===== config.mk =====
export PLATFORM = sky130hd
export DESIGN_NAME = two_wire_serial_bus_framing
export DESIGN_NICKNAME = d
export VERILOG_FILES = /design/src/core/serial_bus_pkg.sv /design/src/core/pin_sync.sv /design/src/core/two_wire_serial_bus_framing.sv
export SDC_FILE = /design/constraint.sdc
export NUM_CORES = 1
export LEC_CHECK = 0
export ABC_AREA = 1
export BUFFER_PORTS_ARGS = -buffer_cell sky130_fd_sc_hd__buf_2
export CAP_MARGIN = 20
export CORE_MARGIN = 1.5
export CORE_UTILIZATION = 49
export DETAILED_ROUTE_END_ITERATION = 7
export HOLD_SLACK_MARGIN = 0.06
export PLACE_DENSITY = 0.83
export SKIP_LAST_GASP = 1
export SYNTH_ARGS = -nofsm -noshare
export SYNTH_HDL_FRONTEND = slang
export SYNTH_SLANG_ARGS = --single-unit

===== constraint.sdc =====
create_clock -name mclk_i -period 1.35 [get_ports mclk_i]
set_input_delay 0 -clock mclk_i [delete_from_list [all_inputs] [get_ports mclk_i]]
set_output_delay 0 -clock mclk_i [all_outputs]
set_load 0.03 [all_outputs]

===== src/core/serial_bus_pkg.sv =====
// serial_bus_pkg: constants, states and carriers of the serial bus framing block
// assumes a single system clock of 125 MHz on mclk_i
`default_nettype none

package serial_bus_pkg;

	// ----------------------------------------
	// timing
	// ----------------------------------------
	localparam int CLK_PERIOD_NS = 8;
	localparam int SCK_HALF_NS = 256;
	localparam int SCK_HALF_CYCLES = SCK_HALF_NS / CLK_PERIOD_NS;
	localparam int ACK_WAIT_NS = 4000;
	localparam int ACK_WAIT_CYCLES = (ACK_WAIT_NS + CLK_PERIOD_NS - 1) / CLK_PERIOD_NS;
	localparam int HALF_CNT_W = 6;
	localparam int ACK_CNT_W = 9;
	localparam logic [HALF_CNT_W-1:0] HALF_LAST = HALF_CNT_W'(SCK_HALF_CYCLES - 1);
	localparam logic [ACK_CNT_W-1:0] ACK_WAIT_LAST = ACK_CNT_W'(ACK_WAIT_CYCLES - 1);

	// ----------------------------------------
	// framing and field positions
	// ----------------------------------------
	localparam int BYTE_BITS = 8;
	localparam logic [2:0] LAST_BIT_INDEX = 3'h7;
	localparam int SYNC_WIDTH = 2;
	localparam int SYNC_SCK_BIT = 0;
	localparam int SYNC_SDA_BIT = 1;

	// ----------------------------------------
	// reset values
	// ----------------------------------------
	localparam logic [BYTE_BITS-1:0] SLAVE_ADDR_RESET = 8'h00;
	localparam logic [BYTE_BITS-1:0] SHIFT_RESET = 8'h00;

	// ----------------------------------------
	// types
	// ----------------------------------------
	typedef enum logic [1:0] {
		XFER_IDLE = 2'b00,
		XFER_SHIFT = 2'b01,
		XFER_ACK = 2'b10,
		XFER_BUSY = 2'b11
	} xfer_state_type;

	typedef enum logic [1:0] {
		KIND_DATA = 2'b00,
		KIND_COMMAND = 2'b01,
		KIND_ADDRESS = 2'b10
	} byte_kind_type;

	typedef struct packed {
		logic selected;
		logic address_match;
		logic free_detected_flag;
		logic command_detected_flag;
		byte_kind_type byte_kind;
		logic ack_detected;
		logic ack_timeout;
		logic busy;
	} status_type;

	localparam status_type STATUS_RESET = '0;

	// byte kind from the conditions seen before it
	function automatic byte_kind_type classify_byte(input logic free_seen, input logic cmd_seen);
		byte_kind_type kind;
		kind = KIND_DATA;
		if (free_seen && cmd_seen) begin
			kind = KIND_ADDRESS;
		end else if (cmd_seen) begin
			kind = KIND_COMMAND;
		end
		return kind;
	endfunction

endpackage

`default_nettype wire


===== src/core/pin_sync.sv =====
// pin_sync: two-stage synchroniser for the serial clock and data pins
// assumes inputs are asynchronous to mclk_i
`default_nettype none

module pin_sync (
	input wire logic mclk_i,
	input wire logic rst_i,
	input wire logic [serial_bus_pkg::SYNC_WIDTH-1:0] async_i,
	output logic [serial_bus_pkg::SYNC_WIDTH-1:0] sync_o
);
	import serial_bus_pkg::*;

	logic [SYNC_WIDTH-1:0] stage1;

	// idle bus lines are pulled high
	always_ff @(posedge mclk_i) begin
		if (rst_i) begin
			stage1 <= '1;
			sync_o <= '1;
		end else begin
			stage1 <= async_i;
			sync_o <= stage1;
		end
	end

endmodule // pin_sync

`default_nettype wire


===== src/core/two_wire_serial_bus_framing.sv =====
// two_wire_serial_bus_framing: serial channel, 3-wire mode and 2-wire bus mode
// assumes pins are pulled up outside; data pin is open-drain in bus mode
`default_nettype none

module two_wire_serial_bus_framing (
	input wire logic mclk_i,
	input wire logic rst_i,
	input wire logic serial_channel_enable_i,
	input wire logic bus_mode_i,
	input wire logic master_mode_i,
	input wire logic address_wake_select_i,
	input wire logic ack_enable_i,
	input wire logic busy_enable_i,
	input wire logic busy_release_i,
	input wire logic release_req_i,
	input wire logic command_req_i,
	input wire logic done_flag_clear_i,
	input wire logic slave_address_wr_i,
	input wire logic [serial_bus_pkg::BYTE_BITS-1:0] slave_address_data_i,
	input wire logic serial_shift_register_wr_i,
	input wire logic [serial_bus_pkg::BYTE_BITS-1:0] serial_shift_register_data_i,
	input wire logic serial_clock_pin_i,
	input wire logic data_bus_pin_a_i,
	output logic serial_clock_pin_o,
	output logic serial_clock_pin_oe_o,
	output logic data_bus_pin_a_o,
	output logic data_bus_pin_a_oe_o,
	output logic serial_out_o,
	output logic [serial_bus_pkg::BYTE_BITS-1:0] serial_shift_register_o,
	output logic [serial_bus_pkg::BYTE_BITS-1:0] slave_address_o,
	output logic transfer_done_flag_o,
	output logic transfer_interrupt_o,
	output serial_bus_pkg::status_type status_o
);
	import serial_bus_pkg::*;

	// ----------------------------------------
	// declarations
	// ----------------------------------------
	logic [SYNC_WIDTH-1:0] pins_sync;
	logic sck_s;
	logic sda_s;
	logic sck_prev;
	logic sda_prev;
	logic sck_rise;
	logic sck_fall;
	logic cond_window;
	logic free_seen;
	logic cmd_seen;
	logic clock_idle;
	logic start_ok;
	logic byte_done;
	logic [BYTE_BITS-1:0] new_byte;
	byte_kind_type new_kind;
	logic new_match;
	logic raise_irq;
	xfer_state_type state;
	logic [2:0] bit_cnt;
	logic out_latch;
	logic sck_out;
	logic [HALF_CNT_W-1:0] half_cnt;
	logic cond_low;
	logic rel_pending;
	logic [HALF_CNT_W-1:0] cond_cnt;
	logic ack_drive;
	logic busy_hold;
	logic busy_drive;
	logic ack_waiting;
	logic [ACK_CNT_W-1:0] ack_cnt;
	logic next_sda_low;

	// ----------------------------------------
	// pin sampling and edges
	// ----------------------------------------
	pin_sync u_pin_sync (
		.mclk_i(mclk_i),
		.rst_i(rst_i),
		.async_i({data_bus_pin_a_i, serial_clock_pin_i}),
		.sync_o(pins_sync)
	);

	assign sck_s = pins_sync[SYNC_SCK_BIT];
	assign sda_s = pins_sync[SYNC_SDA_BIT];

	always_ff @(posedge mclk_i) begin
		if (rst_i) begin
			sck_prev <= 1'b1;
			sda_prev <= 1'b1;
		end else begin
			sck_prev <= sck_s;
			sda_prev <= sda_s;
		end
	end

	assign sck_rise = sck_s & ~sck_prev;
	assign sck_fall = ~sck_s & sck_prev;

	// conditions only between bytes, clock high
	assign cond_window = bus_mode_i & serial_channel_enable_i & sck_s & sck_prev
		& ((state == XFER_IDLE) | ((state == XFER_SHIFT) & (bit_cnt == 3'h0)));
	// bus-free: data rises under high clock
	assign free_seen = cond_window & sda_s & ~sda_prev;
	// command: data falls under high clock
	assign cmd_seen = cond_window & ~sda_s & sda_prev;

	// ----------------------------------------
	// transfer start and byte completion
	// ----------------------------------------
	assign clock_idle = master_mode_i ? sck_out : sck_s;
	// start needs enable and idle high clock
	assign start_ok = serial_shift_register_wr_i & serial_channel_enable_i
		& (state == XFER_IDLE) & clock_idle;
	assign byte_done = (state == XFER_SHIFT) & sck_rise & (bit_cnt == LAST_BIT_INDEX)
		& serial_channel_enable_i;
	assign new_byte = {serial_shift_register_o[BYTE_BITS-2:0], sda_s};
	assign new_kind = classify_byte(status_o.free_detected_flag, status_o.command_detected_flag);
	// compare address byte to own address
	assign new_match = (new_byte == slave_address_o);
	assign raise_irq = byte_done & (~(address_wake_select_i & bus_mode_i)
		| ((classify_byte(status_o.free_detected_flag, status_o.command_detected_flag)
		== KIND_ADDRESS) & new_match));

	// ----------------------------------------
	// transfer sequencer
	// ----------------------------------------
	always_ff @(posedge mclk_i) begin
		if (rst_i || !serial_channel_enable_i) begin
			state <= XFER_IDLE;
			bit_cnt <= 3'h0;
		end else begin
			case (state)
				XFER_IDLE: begin
					bit_cnt <= 3'h0;
					// a write only counts while enabled
					if (start_ok) begin
						state <= XFER_SHIFT;
					end
				end
				XFER_SHIFT: begin
					if (sck_rise) begin
						bit_cnt <= bit_cnt + 3'h1;
					end
					// stop by itself after eight bits
					if (byte_done) begin
						state <= bus_mode_i ? XFER_ACK : XFER_IDLE;
					end
				end
				XFER_ACK: begin
					if (sck_rise) begin
						state <= XFER_BUSY;
					end
				end
				XFER_BUSY: begin
					if (sck_rise && sda_s) begin
						state <= XFER_IDLE;
					end
				end
				default: begin
					state <= XFER_IDLE;
				end
			endcase
		end
	end

	// ----------------------------------------
	// shift register
	// ----------------------------------------
	always_ff @(posedge mclk_i) begin
		if (rst_i) begin
			serial_shift_register_o <= SHIFT_RESET;
			out_latch <= 1'b1;
		end else if (start_ok) begin
			serial_shift_register_o <= serial_shift_register_data_i;
			out_latch <= 1'b1;
		end else if (state == XFER_SHIFT) begin
			// drive on falling edge, sample on rising edge
			if (sck_fall) begin
				out_latch <= serial_shift_register_o[BYTE_BITS-1];
			end
			if (sck_rise) begin
				serial_shift_register_o <= new_byte;
			end
		end else if (state != XFER_SHIFT) begin
			out_latch <= 1'b1;
		end
	end

	// ----------------------------------------
	// master clock generator
	// ----------------------------------------
	always_ff @(posedge mclk_i) begin
		if (rst_i || !serial_channel_enable_i || !master_mode_i) begin
			sck_out <= 1'b1;
			half_cnt <= '0;
		end else if ((state != XFER_IDLE) || !sck_out) begin
			// clocks run until busy is gone
			if (half_cnt == HALF_LAST) begin
				half_cnt <= '0;
				sck_out <= ~sck_out;
			end else begin
				half_cnt <= half_cnt + 1'b1;
			end
		end else begin
			half_cnt <= '0;
		end
	end

	// ----------------------------------------
	// master bus-free and command conditions
	// ----------------------------------------
	always_ff @(posedge mclk_i) begin
		if (rst_i || !serial_channel_enable_i || !master_mode_i || !bus_mode_i) begin
			cond_low <= 1'b0;
			rel_pending <= 1'b0;
			cond_cnt <= '0;
		end else if (state == XFER_IDLE && sck_out) begin
			if (release_req_i) begin
				// pull low, then release under high clock
				cond_low <= 1'b1;
				rel_pending <= 1'b1;
				cond_cnt <= '0;
			end else if (command_req_i) begin
				cond_low <= 1'b1;
				rel_pending <= 1'b0;
			end else if (rel_pending) begin
				if (cond_cnt == HALF_LAST) begin
					cond_low <= 1'b0;
					rel_pending <= 1'b0;
				end else begin
					cond_cnt <= cond_cnt + 1'b1;
				end
			end
		end else if (sck_fall) begin
			cond_low <= 1'b0;
			rel_pending <= 1'b0;
		end
	end

	// ----------------------------------------
	// acknowledge and busy drive
	// ----------------------------------------
	always_ff @(posedge mclk_i) begin
		if (rst_i || !serial_channel_enable_i || !bus_mode_i) begin
			ack_drive <= 1'b0;
			busy_hold <= 1'b0;
			busy_drive <= 1'b0;
		end else begin
			if (sck_fall) begin
				// one-clock ack pulse after the byte
				ack_drive <= (state == XFER_ACK) & ack_enable_i;
				// busy moves on falling edges only
				busy_drive <= (state == XFER_BUSY) & busy_hold;
			end
			if (busy_release_i) begin
				busy_hold <= 1'b0;
			end else if (state == XFER_ACK && sck_rise) begin
				busy_hold <= busy_enable_i & ~master_mode_i;
			end else if (state == XFER_IDLE) begin
				busy_hold <= 1'b0;
			end
		end
	end

	// ----------------------------------------
	// acknowledge timeout
	// ----------------------------------------
	always_ff @(posedge mclk_i) begin
		if (rst_i || !serial_channel_enable_i || start_ok) begin
			ack_waiting <= 1'b0;
			ack_cnt <= '0;
		end else if (byte_done && bus_mode_i) begin
			ack_waiting <= 1'b1;
			ack_cnt <= '0;
		end else if (ack_waiting) begin
			// wait a preset time for the ack
			if (status_o.ack_detected || ack_cnt == ACK_WAIT_LAST) begin
				ack_waiting <= 1'b0;
			end else begin
				ack_cnt <= ack_cnt + 1'b1;
			end
		end
	end

	// ----------------------------------------
	// own address register
	// ----------------------------------------
	always_ff @(posedge mclk_i) begin
		if (rst_i) begin
			slave_address_o <= SLAVE_ADDR_RESET;
		end else if (slave_address_wr_i) begin
			slave_address_o <= slave_address_data_i;
		end
	end

	// ----------------------------------------
	// status, selection and byte kind
	// ----------------------------------------
	always_ff @(posedge mclk_i) begin
		if (rst_i || !serial_channel_enable_i) begin
			status_o <= STATUS_RESET;
		end else begin
			status_o.busy <= busy_hold;
			if (start_ok) begin
				status_o.ack_detected <= 1'b0;
				status_o.ack_timeout <= 1'b0;
			end else if (state == XFER_ACK && sck_rise && !sda_s) begin
				status_o.ack_detected <= 1'b1;
			end else if (ack_waiting && ack_cnt == ACK_WAIT_LAST && !status_o.ack_detected) begin
				status_o.ack_timeout <= 1'b1;
			end
			if (byte_done) begin
				// address after bus-free and command conditions, command after command condition alone, else data
				status_o.byte_kind <= new_kind;
				status_o.command_detected_flag <= 1'b0;
				if (new_kind == KIND_ADDRESS) begin
					status_o.free_detected_flag <= 1'b0;
					status_o.address_match <= new_match;
					status_o.selected <= new_match;
				end
			end
			if (free_seen) begin
				status_o.free_detected_flag <= 1'b1;
				status_o.command_detected_flag <= 1'b0;
				status_o.selected <= 1'b0;
			end
			if (cmd_seen) begin
				status_o.command_detected_flag <= 1'b1;
			end
		end
	end

	// ----------------------------------------
	// done flag and interrupt
	// ----------------------------------------
	always_ff @(posedge mclk_i) begin
		if (rst_i) begin
			transfer_done_flag_o <= 1'b0;
			transfer_interrupt_o <= 1'b0;
		end else begin
			transfer_interrupt_o <= raise_irq;
			if (raise_irq) begin
				transfer_done_flag_o <= 1'b1;
			end else if (done_flag_clear_i) begin
				transfer_done_flag_o <= 1'b0;
			end
		end
	end

	// ----------------------------------------
	// pin drivers
	// ----------------------------------------
	// open-drain data: low or released
	assign next_sda_low = bus_mode_i & serial_channel_enable_i
		& (((state == XFER_SHIFT) & ~out_latch) | ack_drive | busy_drive | cond_low);

	always_ff @(posedge mclk_i) begin
		if (rst_i) begin
			data_bus_pin_a_o <= 1'b0;
			data_bus_pin_a_oe_o <= 1'b0;
			serial_out_o <= 1'b1;
			serial_clock_pin_o <= 1'b1;
			serial_clock_pin_oe_o <= 1'b0;
		end else begin
			data_bus_pin_a_o <= 1'b0;
			data_bus_pin_a_oe_o <= next_sda_low;
			serial_out_o <= out_latch;
			serial_clock_pin_o <= sck_out;
			serial_clock_pin_oe_o <= master_mode_i & serial_channel_enable_i;
		end
	end

endmodule // two_wire_serial_bus_framing

`default_nettype wire


**Yosys cells after proc, flatten, opt, wreduce, memory -nomap -nowiden**

Index checks and enable logic that the tools add are counted.
Widths: inputs -> output; s select.

- Register bits: 71
- Input bits: 32
- Output and inout port bits: 32
- Logic and storage cells: 194

- $add $sub $neg: 4
- Equality and inequality tests: 20
- Multiplexer cells: 43
- Bitwise operators: 42
- Reductions and logical operators: 52

Operators with widths:

| cell | number |
|---|---|
| $and 1x1->1 | 26 |
| $mux 1 | 25 |
| $mux 6 | 4 |
| $mux 8 | 3 |
| $reduce_bool 2->1 | 11 |
| $ne 2x2->1 const B | 8 |
| $reduce_and 2->1 | 8 |
| $mux 2 | 7 |
| $add 6x1->6 const B | 2 |
| $eq 6x5->1 const B | 2 |
| $not 1->1 | 11 |
| $reduce_or 2->1 | 5 |
| $add 9x1->9 const B | 1 |
| $eq 9x9->1 const B | 1 |
| $eq 8x8->1 | 1 |
| $logic_and 1x1->1 | 8 |
| $pmux 2 s4 | 1 |
| $reduce_and 4->1 | 2 |
| $logic_or 1x1->1 | 7 |
| $eq 2x2->1 const B | 3 |
| $logic_not 1->1 | 6 |
| $pmux 3 s2 | 1 |
| $or 1x1->1 | 5 |
| $mux 4 | 1 |
| other kinds (12) | 12 |

**Logic depth before layout (Yosys ltp)**

- Word-level depth: 8
- Depth in mapped cells: 10
- Depth with buffers taken out: 10

**Cells and area by module**

From an unflattened synthesis, not the netlist that was laid out.

- Cells, all modules: 444
- Area, all modules: 3216.8 um^2

Modules (own cells, without submodules):

| module | times used | cells each | area each (um^2) | seq. area each (um^2) |
|---|---|---|---|---|
| two_wire_serial_bus_framing | 1 | 431 | 3100.5 | 1341.3 |
| pin_sync | 1 | 13 | 116.4 | 80.1 |

**Least setup slack after synthesis**

Ideal clock, no wire load.

- Kind: flip-flop to flip-flop
- From: register cond_cnt[0]
- To: register cond_cnt[0]
- Setup time: 0.114 ns
- Arrival: 1.185 ns
- Data required time: 1.236 ns
- Slack: 0.052 ns
- Stages on the path, launching flop included: 10
- Path buffers: 1
- Period minus slack after synthesis: 1.298 ns
- Cells stage by stage: dfxtp_1 ha_1 nand3_1 nor2_1 nand3_1 nand3_2 buf_6 nand2_1 nand2_1 nor2_1

- Cells in the longest elaborated chain, start to end: 5
- Elaborated cells between the ends (all ways): 8
- Classes of those cells: 1 x add/sub; 2 x eq/ne; 4 x mux; 1 x reduce/logical

RTL lines:

| what | line | text |
|---|---|---|
| from (decl) | two_wire_serial_bus_framing.sv:64 | `logic [HALF_CNT_W-1:0] cond_cnt;` |
| from (signal assigned) | two_wire_serial_bus_framing.sv:230 | `cond_cnt <= cond_cnt + 1'b1;` |
| $add 6x1->6 | two_wire_serial_bus_framing.sv:230 |  |
| $mux 6 | two_wire_serial_bus_framing.sv:226 | `if (cond_cnt == HALF_LAST) begin` |
| $mux 6 | two_wire_serial_bus_framing.sv:225 | `end else if (rel_pending) begin` |
| $mux 6 | two_wire_serial_bus_framing.sv:222 | `end else if (command_req_i) begin` |
| $mux 6 | two_wire_serial_bus_framing.sv:217 | `if (release_req_i) begin` |

Several ways; a longest one is shown, not always the timed one. The select of a mux whose other input is x is not followed.
A chain may end at the register's enable or synchronous reset.

**Final worst setup path**

- From: register u_pin_sync.sync_o[0] (netlist bit)
- To: register status_o[5] (netlist bit)

- Cells in the longest elaborated chain, start to end: 7
- Elaborated cells between the ends (all ways): 14
- Classes of those cells: 2 x mux; 11 x bitwise; 1 x reduce/logical

RTL lines:

| what | line | text |
|---|---|---|
| from (decl) | pin_sync.sv:9 | `output logic [serial_bus_pkg::SYNC_WIDTH-1:0] sync_o` |
| from (signal assigned) | pin_sync.sv:22 | `sync_o <= stage1;` |
| $and 1x1->1 (2 in a row) | two_wire_serial_bus_framing.sv:99 | `assign cond_window = bus_mode_i & serial_channel_enable_i & sck_s & sck_prev` |
| $and 1x1->1 | two_wire_serial_bus_framing.sv:100 | `& ((state == XFER_IDLE) \| ((state == XFER_SHIFT) & (bit_cnt == 3'h0)));` |
| $and 1x1->1 (2 in a row) | two_wire_serial_bus_framing.sv:102 | `assign free_seen = cond_window & sda_s & ~sda_prev;` |
| $mux 2 | two_wire_serial_bus_framing.sv:321 | `if (free_seen) begin` |
| $mux 1 | two_wire_serial_bus_framing.sv:326 | `if (cmd_seen) begin` |
| to (decl) | two_wire_serial_bus_framing.sv:33 | `output serial_bus_pkg::status_type status_o` |

Several ways; a longest one is shown, not always the timed one.

==> flow_metrics.env <==
export IMPL_status="finished with violations"
export IMPL_violations="negative setup slack"
export IMPL_worstHoldPathType="in -> reg"
export IMPL_portBuffers=62
export IMPL_sw_frac_of_total_pct=26.2
export IMPL_drt_total_wl_mm=9.27
export IMPL_fin_crit_ps=1380
export IMPL_vias=3431
export IMPL_drive_gt1_share_pct=29.8
export IMPL_cts_root_buffer="clkbuf_8"
export IMPL_p_sw_mw=1.15
export IMPL_coreArea_um2=6350
export IMPL_fin_util_pct=71.8
export IMPL_stdcell_count=649
export IMPL_synth_top_area_cell="dfxtp_1"
export IMPL_setup_viol=5
export IMPL_worst_path_max_delay_cell="dfxtp_1"
export IMPL_clockBufferDepth=2
export IMPL_synth_async_reset_ratio_pct=0
export IMPL_reg2reg_slack_ps=-30
export IMPL_synth_seq_cells=71
export IMPL_nFillCells=463
export IMPL_nets=603
export IMPL_hold_end="cond_cnt[2]"
export IMPL_routedWlPerCell_um=14.3
export IMPL_clkTransAtPathRegs_ps=70
export IMPL_path_cells="inv_1, nor3_1, nand3_1, nand3_1, a21oi_1"
export IMPL_timing_rr_start="u_pin_sync.sync_o[0]"
export IMPL_slowest_delay_ps=400
export IMPL_drtAntennaViolNets=0
export IMPL_placedCellCount=590
export IMPL_htreeDepth=3
export IMPL_cp_start_kind="register"
export IMPL_path_class="reg -> reg"
export IMPL_grt_max_degree=23
export IMPL_yosysTopAreaCellShare_pct=44.0
export IMPL_grt_antenna_before_repair=2
export IMPL_power_frac_clock_pct=37.7
export IMPL_timing_final_crit_share_pct=102
export IMPL_yosysMostFrequentCell="nand2_1"
export IMPL_netlist_area_um2=3230
export IMPL_grt_pass1_vias=3165
export IMPL_drv_cap=0
export IMPL_die_h_um=84.2
export IMPL_cts_buffers=9
export IMPL_cts_tree="yes"
export IMPL_drc=0
export IMPL_die_w_um=84.2
export IMPL_p_leak_nw=2.01
export IMPL_synthDistinctLibCells=36
export IMPL_min_path_cells=4
export IMPL_crit_family="simple AND/OR/NAND/NOR gates"
export IMPL_syn_area_per_cell_um2=7.28
export IMPL_ys_seq_area_share_pct=44.0
export IMPL_holdCritStartpoint="release_req_i"
export IMPL_post_place_ws_ps=-104
export IMPL_final_hold_viol_count=0
export IMPL_start_util_pct=50.8
export IMPL_r2r_end="status_o[5]"
export IMPL_syn_inst=443
export IMPL_critPathBufInv=1
export IMPL_worstSkewPairLatency_ps=350
export IMPL_place_hpwl_mm=5.28
export IMPL_crit_required_ps=1590
export IMPL_worst_path_most_repeated_cell="nand3_1"
export IMPL_pwr_density_cell_nw_per_um2=960
export IMPL_drtIter0Drc=223
export IMPL_path_max_fanout=3
export IMPL_fin_skew_ps=7.88
export IMPL_fmax_mhz=724
export IMPL_rr_worst_depth=5
export IMPL_critPathArrivalTime_ps=1620
export IMPL_routabilityCongestion=0.854
export IMPL_yosysWarnings=0
export IMPL_peakVddDrop_uv=603
export IMPL_numClockSinks=71
export IMPL_syn_nets=481
export IMPL_fin_ws_ps=-31.9
export IMPL_multiInputGateArea_um2=1770
export IMPL_synth_common_cells="nand2_1, dfxtp_1, inv_1, nor2_1, a21oi_1"
export IMPL_grt_pass1_wl_mm=14.0
export IMPL_end_kind="register"
export IMPL_die_area_um2=7080
export IMPL_yosys_top_cells_area="dfxtp_1, nand2_1, inv_1"
export IMPL_drv_slew=0
export IMPL_p_comb_share_pct=12.5
export IMPL_synth_ff_type="dfxtp_1"
export IMPL_io_pins=64
export IMPL_synth_edf_count=0
export IMPL_pwr_share_seq_pct=49.8
export IMPL_viasPerCell=5.29
export IMPL_rsz0062_at_grt="yes"
export IMPL_syn_to_final_growth_pct=41.3
export IMPL_grt_usage_pct=24.6
export IMPL_p_int_mw=3.23
export IMPL_row_count=29
export IMPL_regArea_um2=1440
export IMPL_dr_pass1_iters=5
export IMPL_grt_ovfl_total=0
-- layout make-up --
| cell class | count | share of cell area (%) |
|---|---|---|
| Timing Repair Buffer | 117 | 18.1 |
| Multi-Input combinational cell | 306 | 38.8 |
| Clock buffer | 14 | 4.01 |
| Sequential cell | 71 | 31.5 |
| Inverter | 60 | 5.11 |
| Antenna cell | 2 | 0.110 |
| Tap cell | 77 | 2.11 |
| Clock inverter | 2 | 0.274 |
-- power groups by stage --
| stage | clock (mW) | combinational (mW) | sequential, mW |
|---|---|---|---|
| 2_1_floorplan | 0 | 0.199 | 2.29 |
| 3_3_place_gp | 0 | 0.395 | 2.22 |
| 3_5_place_dp | 0 | 0.403 | 2.23 |
| 4_1_cts | 1.67 | 0.494 | 2.18 |
| 5_1_grt | 1.76 | 0.592 | 2.18 |
| 6_report | 1.65 | 0.546 | 2.18 |
-- placed cells by master, fill, tap and decap left out, types with 7 or more instances in the layout --
cell type       n
clkbuf_8       13
nor2_1         46
buf_2          62
o21ai_0        23
inv_1          53
nand3_1        18
dfxtp_1        61
dlygate4sd3_1  33
nand2_1        91
a21oi_2         7
a21oi_1        33
buf_4          19
nand2_2        11
dfxtp_2         9
-- worst min-delay path: stages --
cell	delay, ps
buf_2	150
nor2_1	60
o21ai_0	150
nor2_1	40
-- what timing repair did --
| item | CTS | global route |
|---|---|---|
| endpoints found under the hold margin | 31 | 0 |
| endpoints found under the setup margin | 20 | 40 |
| gates cloned | 1 | 2 |
| buffers inserted | 1 | 4 |
| gates resized for setup | 11 | 58 |
| hold buffers | 33 | 0 |
| pin swaps | 4 | 19 |
-- kinds of logic after synthesis --
family          Yosys count  synth area share [%]
simple gates            206                  28.8
flops                    71                  44.0
other cells               1                 0.116
compound gates           80                  13.2
fa+ha+maj                 6                  2.33
buf+inv                  69                  8.80
xor+xnor                 10                  2.71
-- state kept, by name, indices dropped and copies added (netlist names), 2 cells and up, named ones only --
signal	cells
u_pin_sync.sync_o	2
cond_cnt	6
status_o	9
slave_address_o	8
u_pin_sync.stage1	2
ack_cnt	9
half_cnt	6
bit_cnt	3
serial_shift_register_o	8
-- routing by layer --
| layer | up-vias | wire (µm) | GRT usage [%] |
|---|---|---|---|
| li1 | 1663 | - | - |
| met3 | 35 | 475 | 4.92 |
| met1 | 1614 | 3780 | 30.1 |
| met2 | 119 | 4630 | 39.8 |
| met4 | 0 | 384 | 14.9 |
| met5 | - | 0 | 0 |
-- per-stage QoR --
step                      cell area (µm²)  TNS [ps]  hold slack, ps  power (mW)
after floorplan                      3230         0            69.1        2.49
after global placement               3710      -352             161        2.62
after detailed placement             3710      -911             168        2.63
after CTS                            4300    -0.815            71.5        4.34
after global routing                 4560     -1750             108        4.54
final                                4560     -95.9            94.7        4.38
-- worst max path at each step --
| stage | from | end | depth (start not counted) |
|---|---|---|---|
| after floorplan | cond_cnt[0] | cond_cnt[0] | 9 |
| after CTS | cond_cnt[0] | cond_cnt[4] | 8 |
| after global routing | u_pin_sync.sync_o[0] | state[0] | 6 |
| final | u_pin_sync.sync_o[0] | status_o[5] | 5 |
| after detailed placement | ack_cnt[0] | ack_cnt[2] | 7 |
| after global placement | ack_cnt[0] | ack_cnt[7] | 7 |
Power figures use the tool's default switching activity.
